File: src/rtl/spm_regs.svh
`ifndef SPM_REGS_SVH
`define SPM_REGS_SVH
// ---------------------------------------------
// Register offsets
// ---------------------------------------------
`define SPM_CFG_OFS 8'h00
`define SPM_BAUD_OFS 8'h04
`define SPM_DLY_OFS 8'h08
`define SPM_TX_OFS 8'h0C
`define SPM_RX_OFS 8'h10
`define SPM_STAT_OFS 8'h14
`define SPM_STN_OFS 8'h18
// ---------------------------------------------
// Fields and reset values
// ---------------------------------------------
`define SPM_CFG_PROTO 1:0
`define SPM_CFG_ASCII 2
`define SPM_CFG_PAR 4:3
`define SPM_CFG_STOP2 5
`define SPM_CFG_DATA7 6
`define SPM_CFG_XON 7
`define SPM_CFG_RTSFC 8
`define SPM_CFG_ECHO 9
`define SPM_CFG_MASK 32'h0000_03FF
`define SPM_CFG_RST 32'h0000_0010
`define SPM_DLY_ON 7:0
`define SPM_DLY_OFF 15:8
`define SPM_DLY_MULT 19:16
`define SPM_DLY_MASK 32'h000F_FFFF
`define SPM_DLY_RST 32'h0001_0000
`define SPM_TX_LAST 8
`define SPM_ST_ERR 3
`define SPM_ST_PERR 4
`define SPM_ST_FERR 5
`define SPM_STN_RST 8'h01
`define SPM_STN_MAX_NET 8'h5A
`define SPM_STN_MAX_MB 8'hF7
`define SPM_XON_CHAR 8'h11
`define SPM_XOFF_CHAR 8'h13
// ---------------------------------------------
// Timing
// ---------------------------------------------
`define SPM_CLK_HZ 25000000
`define SPM_CLK_NS 40
`define SPM_MS_NS 1000000
`define SPM_NET_TMO_MS 800
`define SPM_MB_TMO_MS 500
`define SPM_RAW_TMO_CHARS 3
`define SPM_BAUD_MIN 300
`define SPM_BAUD_MAX 115200
`define SPM_BAUD_DEF 19200
`endif

File: src/rtl/spm_pkg.sv
// ---------------------------------------------
// Types
// ---------------------------------------------
package spm_pkg;
  typedef enum logic [4:0] {
    SPM_IDLE = 5'h01,
    SPM_RTS_ON = 5'h02,
    SPM_SEND = 5'h04,
    SPM_RTS_OFF = 5'h08,
    SPM_WAIT = 5'h10
  } spm_state_t;
  typedef enum logic [1:0] {
    SPM_PROTO_NET = 2'h0,
    SPM_PROTO_MODBUS = 2'h1,
    SPM_PROTO_RAW = 2'h2
  } spm_proto_t;
  typedef enum logic [1:0] {
    SPM_PAR_NONE = 2'h0,
    SPM_PAR_EVEN = 2'h1,
    SPM_PAR_ODD = 2'h2
  } spm_parity_t;
endpackage : spm_pkg

File: src/rtl/spm_serial_port.sv
// The placing of the registers and the AXI4-Lite slave port were chosen for this implementation.
`timescale 1ns/10ps
// Behaviour
// - Wait on-delay after raising RTS before data
// - Wait off-delay after last data, then drop RTS
// - Await response up to timeout, else log error
// - Base timeout 800 ms, 500 ms, three characters
// - Slave at reset, master only during host transactions
// - Modbus addresses 1..247 extended, 1..90 basic
// - Bit rates 300 to 115.2K, same everywhere
// - One or two stop bits per frame
// - Parity none, even or odd, generated and checked
// - Raw mode uses seven or eight data bits
// - Message data in hex or ASCII format
// - Raw mode passes unframed ASCII strings
// - XON and XOFF resume and pause transmission
// - RTS flow control gates transmission
// - Echo suppression discards own characters
`include "spm_regs.svh"
module spm_serial_port
  import spm_pkg::*;
#(
  parameter int MS_CYCLES = `SPM_MS_NS / `SPM_CLK_NS
) (
  input wire logic aclk,
  input wire logic aresetn,
  input wire logic ce,
  input wire logic [7:0] s_axi_awaddr,
  input wire logic s_axi_awvalid,
  output logic s_axi_awready,
  input wire logic [31:0] s_axi_wdata,
  input wire logic [3:0] s_axi_wstrb,
  input wire logic s_axi_wvalid,
  output logic s_axi_wready,
  output logic [1:0] s_axi_bresp,
  output logic s_axi_bvalid,
  input wire logic s_axi_bready,
  input wire logic [7:0] s_axi_araddr,
  input wire logic s_axi_arvalid,
  output logic s_axi_arready,
  output logic [31:0] s_axi_rdata,
  output logic [1:0] s_axi_rresp,
  output logic s_axi_rvalid,
  input wire logic s_axi_rready,
  input wire logic rxd,
  input wire logic cts_in,
  output logic txd,
  output logic rts_out
);
  // ---------------------------------------------
  // Constants and functions
  // ---------------------------------------------
  localparam logic [16:0] DIV_MIN = 17'((`SPM_CLK_HZ + `SPM_BAUD_MAX - 1) / `SPM_BAUD_MAX);
  localparam logic [16:0] DIV_MAX = 17'(`SPM_CLK_HZ / `SPM_BAUD_MIN);
  localparam logic [16:0] DIV_DEF = 17'(`SPM_CLK_HZ / `SPM_BAUD_DEF);
  localparam logic [15:0] MS_LAST = 16'(MS_CYCLES - 1);

  function automatic logic [31:0] merge(input logic [31:0] o, input logic [31:0] d, input logic [3:0] s);
    logic [31:0] r;
    r = o;
    for (int i = 0; i < 4; i++) begin
      if (s[i]) r[i*8 +: 8] = d[i*8 +: 8];
    end
    return r;
  endfunction : merge

  function automatic logic par_bit(input logic [7:0] d, input logic d7, input logic odd);
    return ^(d7 ? {1'h0, d[6:0]} : d) ^ odd;
  endfunction : par_bit

  function automatic logic [7:0] hex_char(input logic [3:0] n);
    return (n < 4'hA) ? 8'(8'h30 + n) : 8'(8'h37 + n);
  endfunction : hex_char

  function automatic logic [3:0] hex_val(input logic [7:0] c);
    return (c >= 8'h41) ? 4'(c - 8'h37) : 4'(c - 8'h30);
  endfunction : hex_val

  function automatic logic [11:0] frame(input logic [7:0] d, input logic d7, input logic pon, input logic odd);
    logic [11:0] f;
    f = d7 ? {4'hF, d[6:0], 1'h0} : {3'h7, d, 1'h0};
    if (pon) f[d7 ? 8 : 9] = par_bit(d, d7, odd);
    return f;
  endfunction : frame

  // ---------------------------------------------
  // State
  // ---------------------------------------------
  spm_state_t st_reg, st_next;
  logic [31:0] cfg_reg, dly_reg, wait_reg, rdata_reg;
  logic [16:0] div_reg, tx_tmr_reg, rx_tmr_reg;
  logic [15:0] ms_cnt_reg;
  logic [11:0] tx_sh_reg, rx_sh_reg;
  logic [7:0] stn_reg, awaddr_reg, tx_data_reg, rx_data_reg;
  logic [31:0] wdata_reg;
  logic [3:0] wstrb_reg, tx_left_reg, rx_left_reg, rhi_reg;
  logic [1:0] bresp_reg, rresp_reg;
  logic awready_reg, wready_reg, bvalid_reg, arready_reg, rvalid_reg;
  logic aw_got_reg, w_got_reg, txd_reg, rts_reg, master_reg;
  logic pend_reg, last_reg, nib_reg, rnib_reg, rx_busy_reg, rx_done_reg;
  logic rx_valid_reg, err_reg, perr_reg, ferr_reg, paused_reg;

  // ---------------------------------------------
  // Configuration decode
  // ---------------------------------------------
  wire [1:0] proto = cfg_reg[`SPM_CFG_PROTO];
  wire is_raw = proto == SPM_PROTO_RAW;
  wire ascii = cfg_reg[`SPM_CFG_ASCII] && !is_raw;
  wire [1:0] par = cfg_reg[`SPM_CFG_PAR];
  wire par_on = par == SPM_PAR_EVEN || par == SPM_PAR_ODD;
  wire par_odd = par == SPM_PAR_ODD;
  wire stop2 = cfg_reg[`SPM_CFG_STOP2];
  wire data7 = cfg_reg[`SPM_CFG_DATA7] && is_raw;
  wire xon_en = cfg_reg[`SPM_CFG_XON];
  wire rtsfc = cfg_reg[`SPM_CFG_RTSFC];
  wire echo = cfg_reg[`SPM_CFG_ECHO];
  wire [3:0] frame_bits = 4'(4'hA + {3'h0, stop2} + {3'h0, par_on} - {3'h0, data7});
  wire [3:0] mult = dly_reg[`SPM_DLY_MULT];
  wire tmo_off = mult == 4'h0;
  wire [31:0] tmo_ms = 32'((proto == SPM_PROTO_MODBUS ? `SPM_MB_TMO_MS : `SPM_NET_TMO_MS) * mult);
  wire [31:0] tmo_cnt = is_raw ? 32'(div_reg * frame_bits * `SPM_RAW_TMO_CHARS * mult) : tmo_ms;

  // ---------------------------------------------
  // Register bus decode
  // ---------------------------------------------
  wire do_wr = aw_got_reg && w_got_reg && !bvalid_reg;
  wire [31:0] wmerge_cfg = merge(cfg_reg, wdata_reg, wstrb_reg);
  wire [31:0] wmerge_dly = merge(dly_reg, wdata_reg, wstrb_reg);
  wire [31:0] wmerge_div = merge({15'h0, div_reg}, wdata_reg, wstrb_reg);
  wire [7:0] wmerge_stn = wstrb_reg[0] ? wdata_reg[7:0] : stn_reg;
  wire [7:0] stn_max = (proto == SPM_PROTO_NET) ? `SPM_STN_MAX_NET : `SPM_STN_MAX_MB;
  wire wr_cfg = do_wr && awaddr_reg == `SPM_CFG_OFS;
  wire wr_dly = do_wr && awaddr_reg == `SPM_DLY_OFS;
  wire wr_baud = do_wr && awaddr_reg == `SPM_BAUD_OFS;
  wire wr_stn = do_wr && awaddr_reg == `SPM_STN_OFS;
  wire wr_tx = do_wr && awaddr_reg == `SPM_TX_OFS && wstrb_reg[0] && !pend_reg;
  wire wr_clr = do_wr && awaddr_reg == `SPM_STAT_OFS && wstrb_reg[0];
  wire baud_ok = wmerge_div[16:0] >= DIV_MIN && wmerge_div[16:0] <= DIV_MAX && wmerge_div[31:17] == 15'h0;
  wire stn_ok = wmerge_stn != 8'h00 && wmerge_stn <= stn_max;
  wire wr_hit = awaddr_reg inside {`SPM_CFG_OFS, `SPM_BAUD_OFS, `SPM_DLY_OFS, `SPM_TX_OFS, `SPM_RX_OFS,
                                   `SPM_STAT_OFS, `SPM_STN_OFS};
  wire rd_take = arready_reg && s_axi_arvalid;
  wire rd_rx = rd_take && s_axi_araddr == `SPM_RX_OFS;
  wire [31:0] status = {24'h0, rts_reg, paused_reg, ferr_reg, perr_reg, err_reg, rx_valid_reg, pend_reg, master_reg};
  wire rd_hit = s_axi_araddr inside {`SPM_CFG_OFS, `SPM_BAUD_OFS, `SPM_DLY_OFS, `SPM_TX_OFS, `SPM_RX_OFS,
                                     `SPM_STAT_OFS, `SPM_STN_OFS};
  wire [31:0] rd_mux = (s_axi_araddr == `SPM_CFG_OFS) ? cfg_reg :
                       (s_axi_araddr == `SPM_BAUD_OFS) ? {15'h0, div_reg} :
                       (s_axi_araddr == `SPM_DLY_OFS) ? dly_reg :
                       (s_axi_araddr == `SPM_TX_OFS) ? {23'h0, last_reg, tx_data_reg} :
                       (s_axi_araddr == `SPM_RX_OFS) ? {23'h0, rx_valid_reg, rx_data_reg} :
                       (s_axi_araddr == `SPM_STAT_OFS) ? status :
                       (s_axi_araddr == `SPM_STN_OFS) ? {24'h0, stn_reg} : 32'h0;

  assign s_axi_awready = awready_reg;
  assign s_axi_wready = wready_reg;
  assign s_axi_bvalid = bvalid_reg;
  assign s_axi_bresp = bresp_reg;
  assign s_axi_arready = arready_reg;
  assign s_axi_rvalid = rvalid_reg;
  assign s_axi_rdata = rdata_reg;
  assign s_axi_rresp = rresp_reg;
  assign txd = txd_reg;
  assign rts_out = rts_reg;

  // ---------------------------------------------
  // AXI4-Lite slave
  // ---------------------------------------------
  always_ff @(posedge aclk) begin
    if (!aresetn) begin
      {awready_reg, wready_reg, bvalid_reg, arready_reg, rvalid_reg, aw_got_reg, w_got_reg} <= 7'h00;
      {bresp_reg, rresp_reg} <= 4'h0;
      {awaddr_reg, wdata_reg, wstrb_reg, rdata_reg} <= 76'h0;
    end else if (ce) begin
      if (awready_reg && s_axi_awvalid) begin
        awready_reg <= 1'h0;
        aw_got_reg <= 1'h1;
        awaddr_reg <= s_axi_awaddr;
      end else if (!aw_got_reg && !bvalid_reg) awready_reg <= 1'h1;
      if (wready_reg && s_axi_wvalid) begin
        wready_reg <= 1'h0;
        w_got_reg <= 1'h1;
        wdata_reg <= s_axi_wdata;
        wstrb_reg <= s_axi_wstrb;
      end else if (!w_got_reg && !bvalid_reg) wready_reg <= 1'h1;
      if (do_wr) begin
        {aw_got_reg, w_got_reg} <= 2'h0;
        bvalid_reg <= 1'h1;
        bresp_reg <= wr_hit ? 2'h0 : 2'h2;
      end else if (bvalid_reg && s_axi_bready) bvalid_reg <= 1'h0;
      if (rd_take) begin
        arready_reg <= 1'h0;
        rvalid_reg <= 1'h1;
        rdata_reg <= rd_mux;
        rresp_reg <= rd_hit ? 2'h0 : 2'h2;
      end else if (rvalid_reg && s_axi_rready) rvalid_reg <= 1'h0;
      else if (!rvalid_reg) arready_reg <= 1'h1;
    end
  end

  // ---------------------------------------------
  // Configuration registers
  // ---------------------------------------------
  always_ff @(posedge aclk) begin
    if (!aresetn) begin
      cfg_reg <= `SPM_CFG_RST;
      dly_reg <= `SPM_DLY_RST;
      div_reg <= DIV_DEF;
      stn_reg <= `SPM_STN_RST;
    end else if (ce) begin
      if (wr_cfg) cfg_reg <= wmerge_cfg & `SPM_CFG_MASK;
      if (wr_dly) dly_reg <= wmerge_dly & `SPM_DLY_MASK;
      if (wr_baud && baud_ok) div_reg <= wmerge_div[16:0];
      if (wr_stn && stn_ok) stn_reg <= wmerge_stn;
    end
  end

  // ---------------------------------------------
  // Transaction sequencer
  // ---------------------------------------------
  wire wait_zero = wait_reg == 32'h0;
  wire ms_tick = ms_cnt_reg >= MS_LAST;
  wire tick = (st_reg == SPM_WAIT && is_raw) || ms_tick;
  wire tx_busy = tx_left_reg != 4'h0;
  wire tx_fin = tx_busy && tx_tmr_reg == 17'h0 && tx_left_reg == 4'h1;
  wire [7:0] tx_char = ascii ? hex_char(nib_reg ? tx_data_reg[3:0] : tx_data_reg[7:4]) : tx_data_reg;
  wire tx_load = st_reg == SPM_SEND && !tx_busy && pend_reg && !(xon_en && paused_reg)
                 && (!rtsfc || cts_in);
  wire rx_deliver;
  wire [31:0] wait_load = (st_next == SPM_RTS_ON) ? {24'h0, dly_reg[`SPM_DLY_ON]} :
                          (st_next == SPM_RTS_OFF) ? {24'h0, dly_reg[`SPM_DLY_OFF]} : tmo_cnt;

  // Protocol field holds a single protocol, so master mode never auto-detects
  always_comb begin
    st_next = st_reg;
    unique case (st_reg)
      SPM_IDLE: if (pend_reg) st_next = SPM_RTS_ON;
      SPM_RTS_ON: if (wait_zero) st_next = SPM_SEND;
      SPM_SEND: if (!pend_reg && last_reg && !tx_busy) st_next = SPM_RTS_OFF;
      SPM_RTS_OFF: if (wait_zero) st_next = SPM_WAIT;
      SPM_WAIT: if (rx_deliver || tmo_off || wait_zero) st_next = SPM_IDLE;
    endcase
  end

  always_ff @(posedge aclk) begin
    if (!aresetn) begin
      st_reg <= SPM_IDLE;
      {wait_reg, ms_cnt_reg} <= 48'h0;
      {rts_reg, master_reg} <= 2'h0;
    end else if (ce) begin
      st_reg <= st_next;
      ms_cnt_reg <= ms_tick ? 16'h0 : 16'(ms_cnt_reg + 16'h1);
      if (st_next != st_reg) wait_reg <= wait_load;
      else if (tick && !wait_zero) wait_reg <= 32'(wait_reg - 32'h1);
      rts_reg <= st_next inside {SPM_RTS_ON, SPM_SEND, SPM_RTS_OFF};
      master_reg <= st_next != SPM_IDLE;
    end
  end

  // ---------------------------------------------
  // Transmitter
  // ---------------------------------------------
  always_ff @(posedge aclk) begin
    if (!aresetn) begin
      {pend_reg, last_reg, nib_reg} <= 3'h0;
      tx_data_reg <= 8'h00;
    end else if (ce) begin
      if (wr_tx) begin
        tx_data_reg <= wdata_reg[7:0];
        last_reg <= wdata_reg[`SPM_TX_LAST];
        pend_reg <= 1'h1;
      end else if (tx_fin && ascii && !nib_reg) nib_reg <= 1'h1;
      else if (tx_fin) begin
        nib_reg <= 1'h0;
        pend_reg <= 1'h0;
      end
    end
  end

  always_ff @(posedge aclk) begin
    if (!aresetn) begin
      tx_sh_reg <= 12'hFFF;
      tx_left_reg <= 4'h0;
      tx_tmr_reg <= 17'h0;
      txd_reg <= 1'h1;
    end else if (ce) begin
      if (tx_load) begin
        tx_sh_reg <= frame(tx_char, data7, par_on, par_odd);
        tx_left_reg <= frame_bits;
        tx_tmr_reg <= 17'(div_reg - 17'h1);
        txd_reg <= 1'h0;
      end else if (tx_busy && tx_tmr_reg == 17'h0) begin
        tx_tmr_reg <= 17'(div_reg - 17'h1);
        tx_left_reg <= 4'(tx_left_reg - 4'h1);
        tx_sh_reg <= {1'h1, tx_sh_reg[11:1]};
        txd_reg <= (tx_left_reg == 4'h1) ? 1'h1 : tx_sh_reg[1];
      end else if (tx_busy) tx_tmr_reg <= 17'(tx_tmr_reg - 17'h1);
    end
  end

  // ---------------------------------------------
  // Receiver
  // ---------------------------------------------
  wire rx_block = echo && rts_reg;
  wire rx_samp = rx_busy_reg && rx_tmr_reg == 17'h0;
  wire [11:0] rx_frm = rx_sh_reg >> (4'(4'hC - frame_bits));
  wire [7:0] rx_byte = data7 ? {1'h0, rx_frm[7:1]} : rx_frm[8:1];
  wire par_bad = par_on && rx_frm[data7 ? 8 : 9] != par_bit(rx_byte, data7, par_odd);
  wire frm_bad = !rx_frm[frame_bits - 4'h1];
  wire flow_char = xon_en && (rx_byte == `SPM_XON_CHAR || rx_byte == `SPM_XOFF_CHAR);
  assign rx_deliver = rx_done_reg && !flow_char && !(ascii && !rnib_reg);
  wire [7:0] rx_word = ascii ? {rhi_reg, hex_val(rx_byte)} : rx_byte;

  always_ff @(posedge aclk) begin
    if (!aresetn) begin
      {rx_busy_reg, rx_done_reg} <= 2'h0;
      rx_tmr_reg <= 17'h0;
      rx_left_reg <= 4'h0;
      rx_sh_reg <= 12'h000;
    end else if (ce) begin
      rx_done_reg <= rx_samp && rx_left_reg == 4'h1;
      if (!rx_busy_reg && !rxd && !rx_block) begin
        rx_busy_reg <= 1'h1;
        rx_tmr_reg <= div_reg >> 1;
        rx_left_reg <= frame_bits;
      end else if (rx_samp) begin
        rx_tmr_reg <= 17'(div_reg - 17'h1);
        rx_left_reg <= 4'(rx_left_reg - 4'h1);
        rx_sh_reg <= {rxd, rx_sh_reg[11:1]};
        if ((rx_left_reg == frame_bits && rxd) || rx_left_reg == 4'h1) rx_busy_reg <= 1'h0;
      end else if (rx_busy_reg) rx_tmr_reg <= 17'(rx_tmr_reg - 17'h1);
    end
  end

  always_ff @(posedge aclk) begin
    if (!aresetn) begin
      {rx_valid_reg, rnib_reg, paused_reg, err_reg, perr_reg, ferr_reg} <= 6'h00;
      rx_data_reg <= 8'h00;
      rhi_reg <= 4'h0;
    end else if (ce) begin
      if (rx_done_reg && flow_char) paused_reg <= rx_byte == `SPM_XOFF_CHAR;
      else if (!xon_en) paused_reg <= 1'h0;
      if (rx_done_reg && !flow_char && ascii) rnib_reg <= !rnib_reg;
      if (rx_done_reg && !flow_char && ascii && !rnib_reg) rhi_reg <= hex_val(rx_byte);
      if (rx_deliver) rx_data_reg <= rx_word;
      rx_valid_reg <= rx_deliver || (rx_valid_reg && !rd_rx);
      err_reg <= (st_reg == SPM_WAIT && wait_zero && !tmo_off && !rx_deliver)
                 || (err_reg && !(wr_clr && wdata_reg[`SPM_ST_ERR]));
      perr_reg <= (rx_done_reg && par_bad) || (perr_reg && !(wr_clr && wdata_reg[`SPM_ST_PERR]));
      ferr_reg <= (rx_done_reg && frm_bad) || (ferr_reg && !(wr_clr && wdata_reg[`SPM_ST_FERR]));
    end
  end
endmodule : spm_serial_port

File: config.mk
export PLATFORM = sky130hd
export DESIGN_NAME = spm_serial_port
export DESIGN_NICKNAME = d
export VERILOG_FILES = /design/src/rtl/spm_pkg.sv /design/src/rtl/spm_serial_port.sv
export VERILOG_INCLUDE_DIRS = /design/src /design/src/rtl
export SDC_FILE = /design/constraint.sdc
export NUM_CORES = 1
export LEC_CHECK = 0
export BUFFER_PORTS_ARGS = -buffer_cell sky130_fd_sc_hd__buf_4
export CAP_MARGIN = 0
export CORE_MARGIN = 2
export CORE_UTILIZATION = 35
export CTS_CLUSTER_DIAMETER = 30
export CTS_CLUSTER_SIZE = 14
export DETAILED_ROUTE_END_ITERATION = 8
export GPL_TIMING_DRIVEN = 0
export MAX_ROUTING_LAYER = met4
export PLACE_DENSITY_LB_ADDON = 0.1
export SLEW_MARGIN = 20
export SYNTH_ARGS = -nofsm -noshare
export SYNTH_HDL_FRONTEND = slang
export SYNTH_SLANG_ARGS = --single-unit
File: constraint.sdc
create_clock -name aclk -period 28.4 [get_ports aclk]
set_input_delay 0 -clock aclk [delete_from_list [all_inputs] [get_ports aclk]]
set_output_delay 0 -clock aclk [all_outputs]
set_load 0.03 [all_outputs]
# Yosys cells after proc, flatten, opt, wreduce, memory -nomap -nowiden
# Cells that the tools add are included.
totals:
  register_bits: 295
  inputBits: 62
  output_inout_bits: 43
  elab_cells: 363
op_classes:
  addsub: 16
  multipliers: 4
  order_cmp: 9
  n_eq_ne: 36
  shifts: 1
  muxes: 86
  n_bitwise: 4
  n_reduce_logical: 161
ops:
  columns: ["cell", "n"]
  rows:
  - ["two-way mux 8 bit", 13]
  - ["two-way mux 17 bit", 6]
  - ["two-way mux 27 bit", 3]
  - ["logical AND 1 bit", 66]
  - ["== test 8 x 5 -> 1 bit, second input constant", 8]
  - ["two-way mux 32 bit", 2]
  - ["two-way mux 20 bit", 3]
  - ["subtractor 17 x 1 -> 17 bit, second input constant", 3]
  - ["AND reduction 2 bit", 22]
  - ["two-way mux 12 bit", 3]
  - ["zero test 17 bit", 2]
  - ["== test 8 x 4 -> 1 bit, second input constant", 4]
  - ["greater-or-equal comparator 32 x 1 -> 1 bit, second input constant", 1]
  - ["zero test 32 bit", 1]
  - ["two-way mux 1 bit", 32]
  - ["subtractor 32 x 1 -> 32 bit, second input constant", 1]
  - ["AND reduction 3 bit", 10]
  - ["multiplier 23 x 4 -> 27 bit", 1]
  - ["two-way mux 9 bit", 3]
  - ["two-way mux 5 bit", 5]
  - ["case mux 5 bit (5 select lines)", 1]
  - ["two-way mux 4 bit", 6]
  - ["nonzero test 2 bit", 12]
  - ["zero test 1 bit", 23]
  - ["53 further kinds", 86]

# Logic depth before layout (Yosys ltp)
depth:
  depth_word: 21
  ltp_mapped: 43
  mapped_depth_nobuf: 42

# Worst setup path before layout
# Ideal clock, no wire load.
synth_path:
  path_type: "register to register"
  from: "register cfg_reg[3]"
  to: "register wait_reg[26]"
  setup_ns: 0.124
  t_arrival_ns: 8.825
  required_ns: 28.276
  slack_ns: 19.451
  stages_incl_launch_ff: 40
  n_path_buf: 3
  synth_period_minus_slack_ns: 8.949
  path_cell_list: "dfxtp_1 > inv_1 > ha_1 > ha_1 > inv_1 > ha_1 > ha_1 > clkbuf_1 > clkbuf_1 > clkbuf_1 > nand2_1 > fa_1 > fa_1 > inv_1 > ha_1 > nor4_1 > o21ai_0 > a41oi_1 > (+4 left out) > xnor2_1 > ha_1 > nand4_1 > or4b_2 > a31oi_1 > xor2_1 > and2_1 > fa_1 > inv_1 > fa_1 > inv_1 > ha_1 > and4_1 > nand2_1 > nand4_1 > nand4_1 > mux2i_1 > o22ai_1"
synth_between:
  elab_chain_len: 21
  elab_cells_between_ends: 31
  cone_classes: "add/sub (3); mul (3); eq/ne (7); shift (1); mux (7); reduce/logical (10)"
synth_rtl:
  columns: ["item", "line_no", "rtl"]
  rows:
  - ["start, declared", "spm_serial_port.sv:90", "logic [31:0] cfg_reg, dly_reg, wait_reg, rdata_reg;"]
  - ["start signal, assigned", "spm_serial_port.sv:206", "cfg_reg <= `SPM_CFG_RST;"]
  - ["start signal, assigned", "spm_serial_port.sv:211", "if (wr_cfg) cfg_reg <= wmerge_cfg & `SPM_CFG_MASK;"]
  - ["== test 2 x 1 -> 1 bit / == test 2 bit (equally long branches)", "spm_serial_port.sv:110", "wire par_on = par == SPM_PAR_EVEN || par == SPM_PAR_ODD;"]
  - ["logical OR 1 bit (*)", "spm_serial_port.sv:110", null]
  - ["adder 4 x 1 -> 4 bit (*)", "spm_serial_port.sv:117", "wire [3:0] frame_bits = 4'(4'hA + {3'h0, stop2} + {3'h0, par_on} - {3'h0, data7});"]
  - ["subtractor 4 x 1 -> 4 bit (*)", "spm_serial_port.sv:117", null]
  - ["branches (longest 17 deep; another with multiplier 23 x 4 -> 27 bit)", null, null]
  - ["end signal, assigned", "spm_serial_port.sv:253", "if (st_next != st_reg) wait_reg <= wait_load;"]
  - ["end signal, assigned", "spm_serial_port.sv:254", "else if (tick && !wait_zero) wait_reg <= 32'(wait_reg - 32'h1);"]
  - ["end, declared", "spm_serial_port.sv:90", null]
# Mark *: on every way between the ends.
# A chain may end at the register's enable or synchronous reset.

# Worst setup path in the final report
layout_path:
  from: "register cfg_reg[1]"
  to: "register wait_reg[25]"
layout_between:
  elab_chain_len: 20
  elab_cells_between_ends: 36
  cone_classes: "add/sub (2); mul (3); eq/ne (6); shift (1); mux (7); reduce/logical (17)"
layout_rtl:
  columns: ["item", "line_no", "rtl"]
  rows:
  - ["== test 2 bit (*)", "spm_serial_port.sv:107", "wire is_raw = proto == SPM_PROTO_RAW;"]
  - ["branches (longest 19 deep; another with multiplier 23 x 4 -> 27 bit)", null, null]
# Marked as above.

==> metrics.cfg <==
[status]
status = completed

[detailed_routing]
drt-pass1-iter-count = 6
drt-initial-drc-count = 1436
post-route-drc-count = 0
viasPerCell = 5.46
antenna_left = 0
num_vias = 21700
wire_per_inst_um = 21.5
routed_wl_um = 85400

[sta]
setup_tns_ps = 0
final-hold-violation-count = 0
fmax_mhz = 91.8
finalSetupViolCount = 0
tightestPinTransition_ps = 1230
rsz0062_at_grt = no
skew_ps = 20.3
maxSlewViolCount = 0
max-slew-margin-rel_pct = 17.9
fin_crit_ps = 10900
finalCritPeriodShare_pct = 38.4

[global_routing]
grt_max_degree = 13
grt_antenna_before_repair = 2
grt.total_usage_pct = 27.2
grt_pass1_wl_um = 129000
grt_pass1_vias = 21600
overflow = 0

[logic_synthesis]
yosys.area.top_type_share_pct = 25.4
ys_top_cells_by_count = 356 x nand2_1, 310 x nor2_1, 277 x dfxtp_1, 218 x a21oi_1, 173 x inv_1
synth_flop_cell = dfxtp_1
synth_cell_types = 91
netlist_area_mm2 = 0.0218
synth-edff-count = 0
syn_inst = 2809
synth_area_leaders = dfxtp_1 25%, fa_1 7.6%, ha_1 7.2%
yosysMostFrequentCell = nand2_1
yosysTopAreaCell = dfxtp_1
ys_seq_area_share_pct = 25.4
postSynthAreaPerCell_um2 = 7.77
ys_ff_latch = 277
synth_warnings = 0
async_flop_share_pct = 0

[critical_path]
startpoint_type = flip-flop
crit_arrival_ps = 11430
crit_buf_inv = 8
critPathCaptureType = flip-flop
cp_top_family = adder cells
rrSetupSlack_ps = 17500
cp.required_ps = 28930
r2r_cells = 42
cpPeakStageDelay_ps = 580
critPathSlowestCell = fa_1
r2r_start = cfg_reg[1]
critPathLaunch = cfg_reg[1]
cp_max_fo = 10
critPathKind = reg2reg
rr_endpoint = wait_reg[25]

[clock_tree]
cts_tree = built
cts.sinks = 277
insertion_delay_ps = 620
cts.path.max_buffers = 3
htreeDepth = 3
clk_pin_slew_ps = 40
ctsResizeCount = 0
postCtsHoldBufs = 67
postCtsSetupRepairBufs = 0
root_buffer = clkbuf_16
numCtsBuffers = 89

[die]
ios = 105
initial_core_util_pct = 35.4
die_height_um = 254
fp.coreArea_mm2 = 0.0617
dieArea_mm2 = 0.0644
die_x_um = 254
row_count = 91

[flow_run]
drv_cap = 0

[pwr]
vdd_drop_max_uv = 38.8
p_leak_nw = 11.5
p_per_area_mw_per_mm2 = 60.7

[place]
gp_congestion = 0.945
post-place-cells = 3748
dp_hpwl_um = 66000
portBuffers = 89

[finish]
area_growth_pct = 25.9
fin_util_pct = 44.5
nets = 3340
drive_gt1_share_pct = 10.5
fin_cells = 3978
fill_cells = 6255

[hold_path]
holdPathStages = 5
holdCritPathClass = in2reg
min_to = s_axi_rdata[1]
min_from = s_axi_araddr[6]

[where the power goes]
part           internal, W  total (W)  switching, W
Clock             0.000763    0.00105      0.000292
Sequential        0.000404   0.000416     0.0000127
Combinational    0.0000703   0.000196      0.000126
[worst min-delay path, cell delays in order]
cell	delay, ps
buf_4	70
or4_1	130
nor3_1	80
a221oi_1	340
nor3_1	70
[cell usage in the layout (no fill, tap or decap), types with 18 or more instances in the layout]
cell type	instances
a211oi_1	40
and3_1	23
dfxtp_1	277
mux2_2	19
clkinv_2	18
xnor2_1	82
xor2_1	51
o211ai_1	30
nand3_1	54
clkbuf_16	89
ha_1	126
inv_1	173
and2_1	68
a22oi_1	24
o21ai_0	134
dlygate4sd3_1	67
fa_1	83
nand2_1	356
nor3_1	95
a31oi_1	28
nand2b_1	24
bufinv_16	18
a21oi_1	218
nor2_1	310
nand4_1	20
clkbuf_1	148
mux2i_1	110
nor2b_1	20
buf_4	104
a21o_1	21
[logic make-up (layout without fill, tap and decap cells)]
group,after synthesis,in the layout,share of synthesized area (%)
AO/OA/AOI/OAI,626,626,17.9
XOR/XNOR,134,134,5.44
adder cells (fa/ha/maj),209,209,14.8
buffers and inverters,345,663,6.28
flip-flops,277,277,25.4
multiplexers,138,138,6.95
other,1,15,0.0172
AND/OR/NAND/NOR,1079,1079,23.2
[per-layer routing]
| layer | global-route usage [%] | part of all wire (%) | vias to the layer above |
|---|---|---|---|
| li1 | - | - | 10300 |
| met1 | 35.0 | 45 | 10500 |
| met2 | 43.6 | 46 | 706 |
| met3 | 4.18 | 5.6 | 166 |
| met4 | 9.14 | 3.0 | 0 |
| met5 | - | 0 | - |
[worst max-delay path by stage]
stage	end	slack (ps)	depth (start not counted)
final	wait_reg[25]	17500	42
after detailed placement	wait_reg[22]	17550	39
after global routing	wait_reg[25]	16760	42
after floorplan	wait_reg[26]	19450	39
after global placement	wait_reg[22]	17590	39
after CTS	wait_reg[22]	17550	39
[per-stage QoR]
stage               setup WS [ps]  instance area (um^2)  hold slack, ps  total power (W)
floorplan                   19450                 21900             136         0.000546
global placement            17590                 23600             248         0.000605
detailed placement          17550                 23600             260         0.000607
CTS                         17550                 27500            78.6          0.00167
global route                16760                 27500             163          0.00173
finish                      17500                 27500             126          0.00167
[area by class of cell]
class	count	area, um^2	share of cell area [%]
well taps	837	1050	3.81
inverters	174	653	2.38
repair buffers	156	1340	4.87
clock inverters	46	747	2.72
diodes	1	2.50	0.00911
clock buffers	116	2450	8.91
multi-input cells	2200	15000	54.5
plain buffers	171	719	2.62
flip-flops and latches	277	5550	20.2
Power figures use the tool's default switching activity.
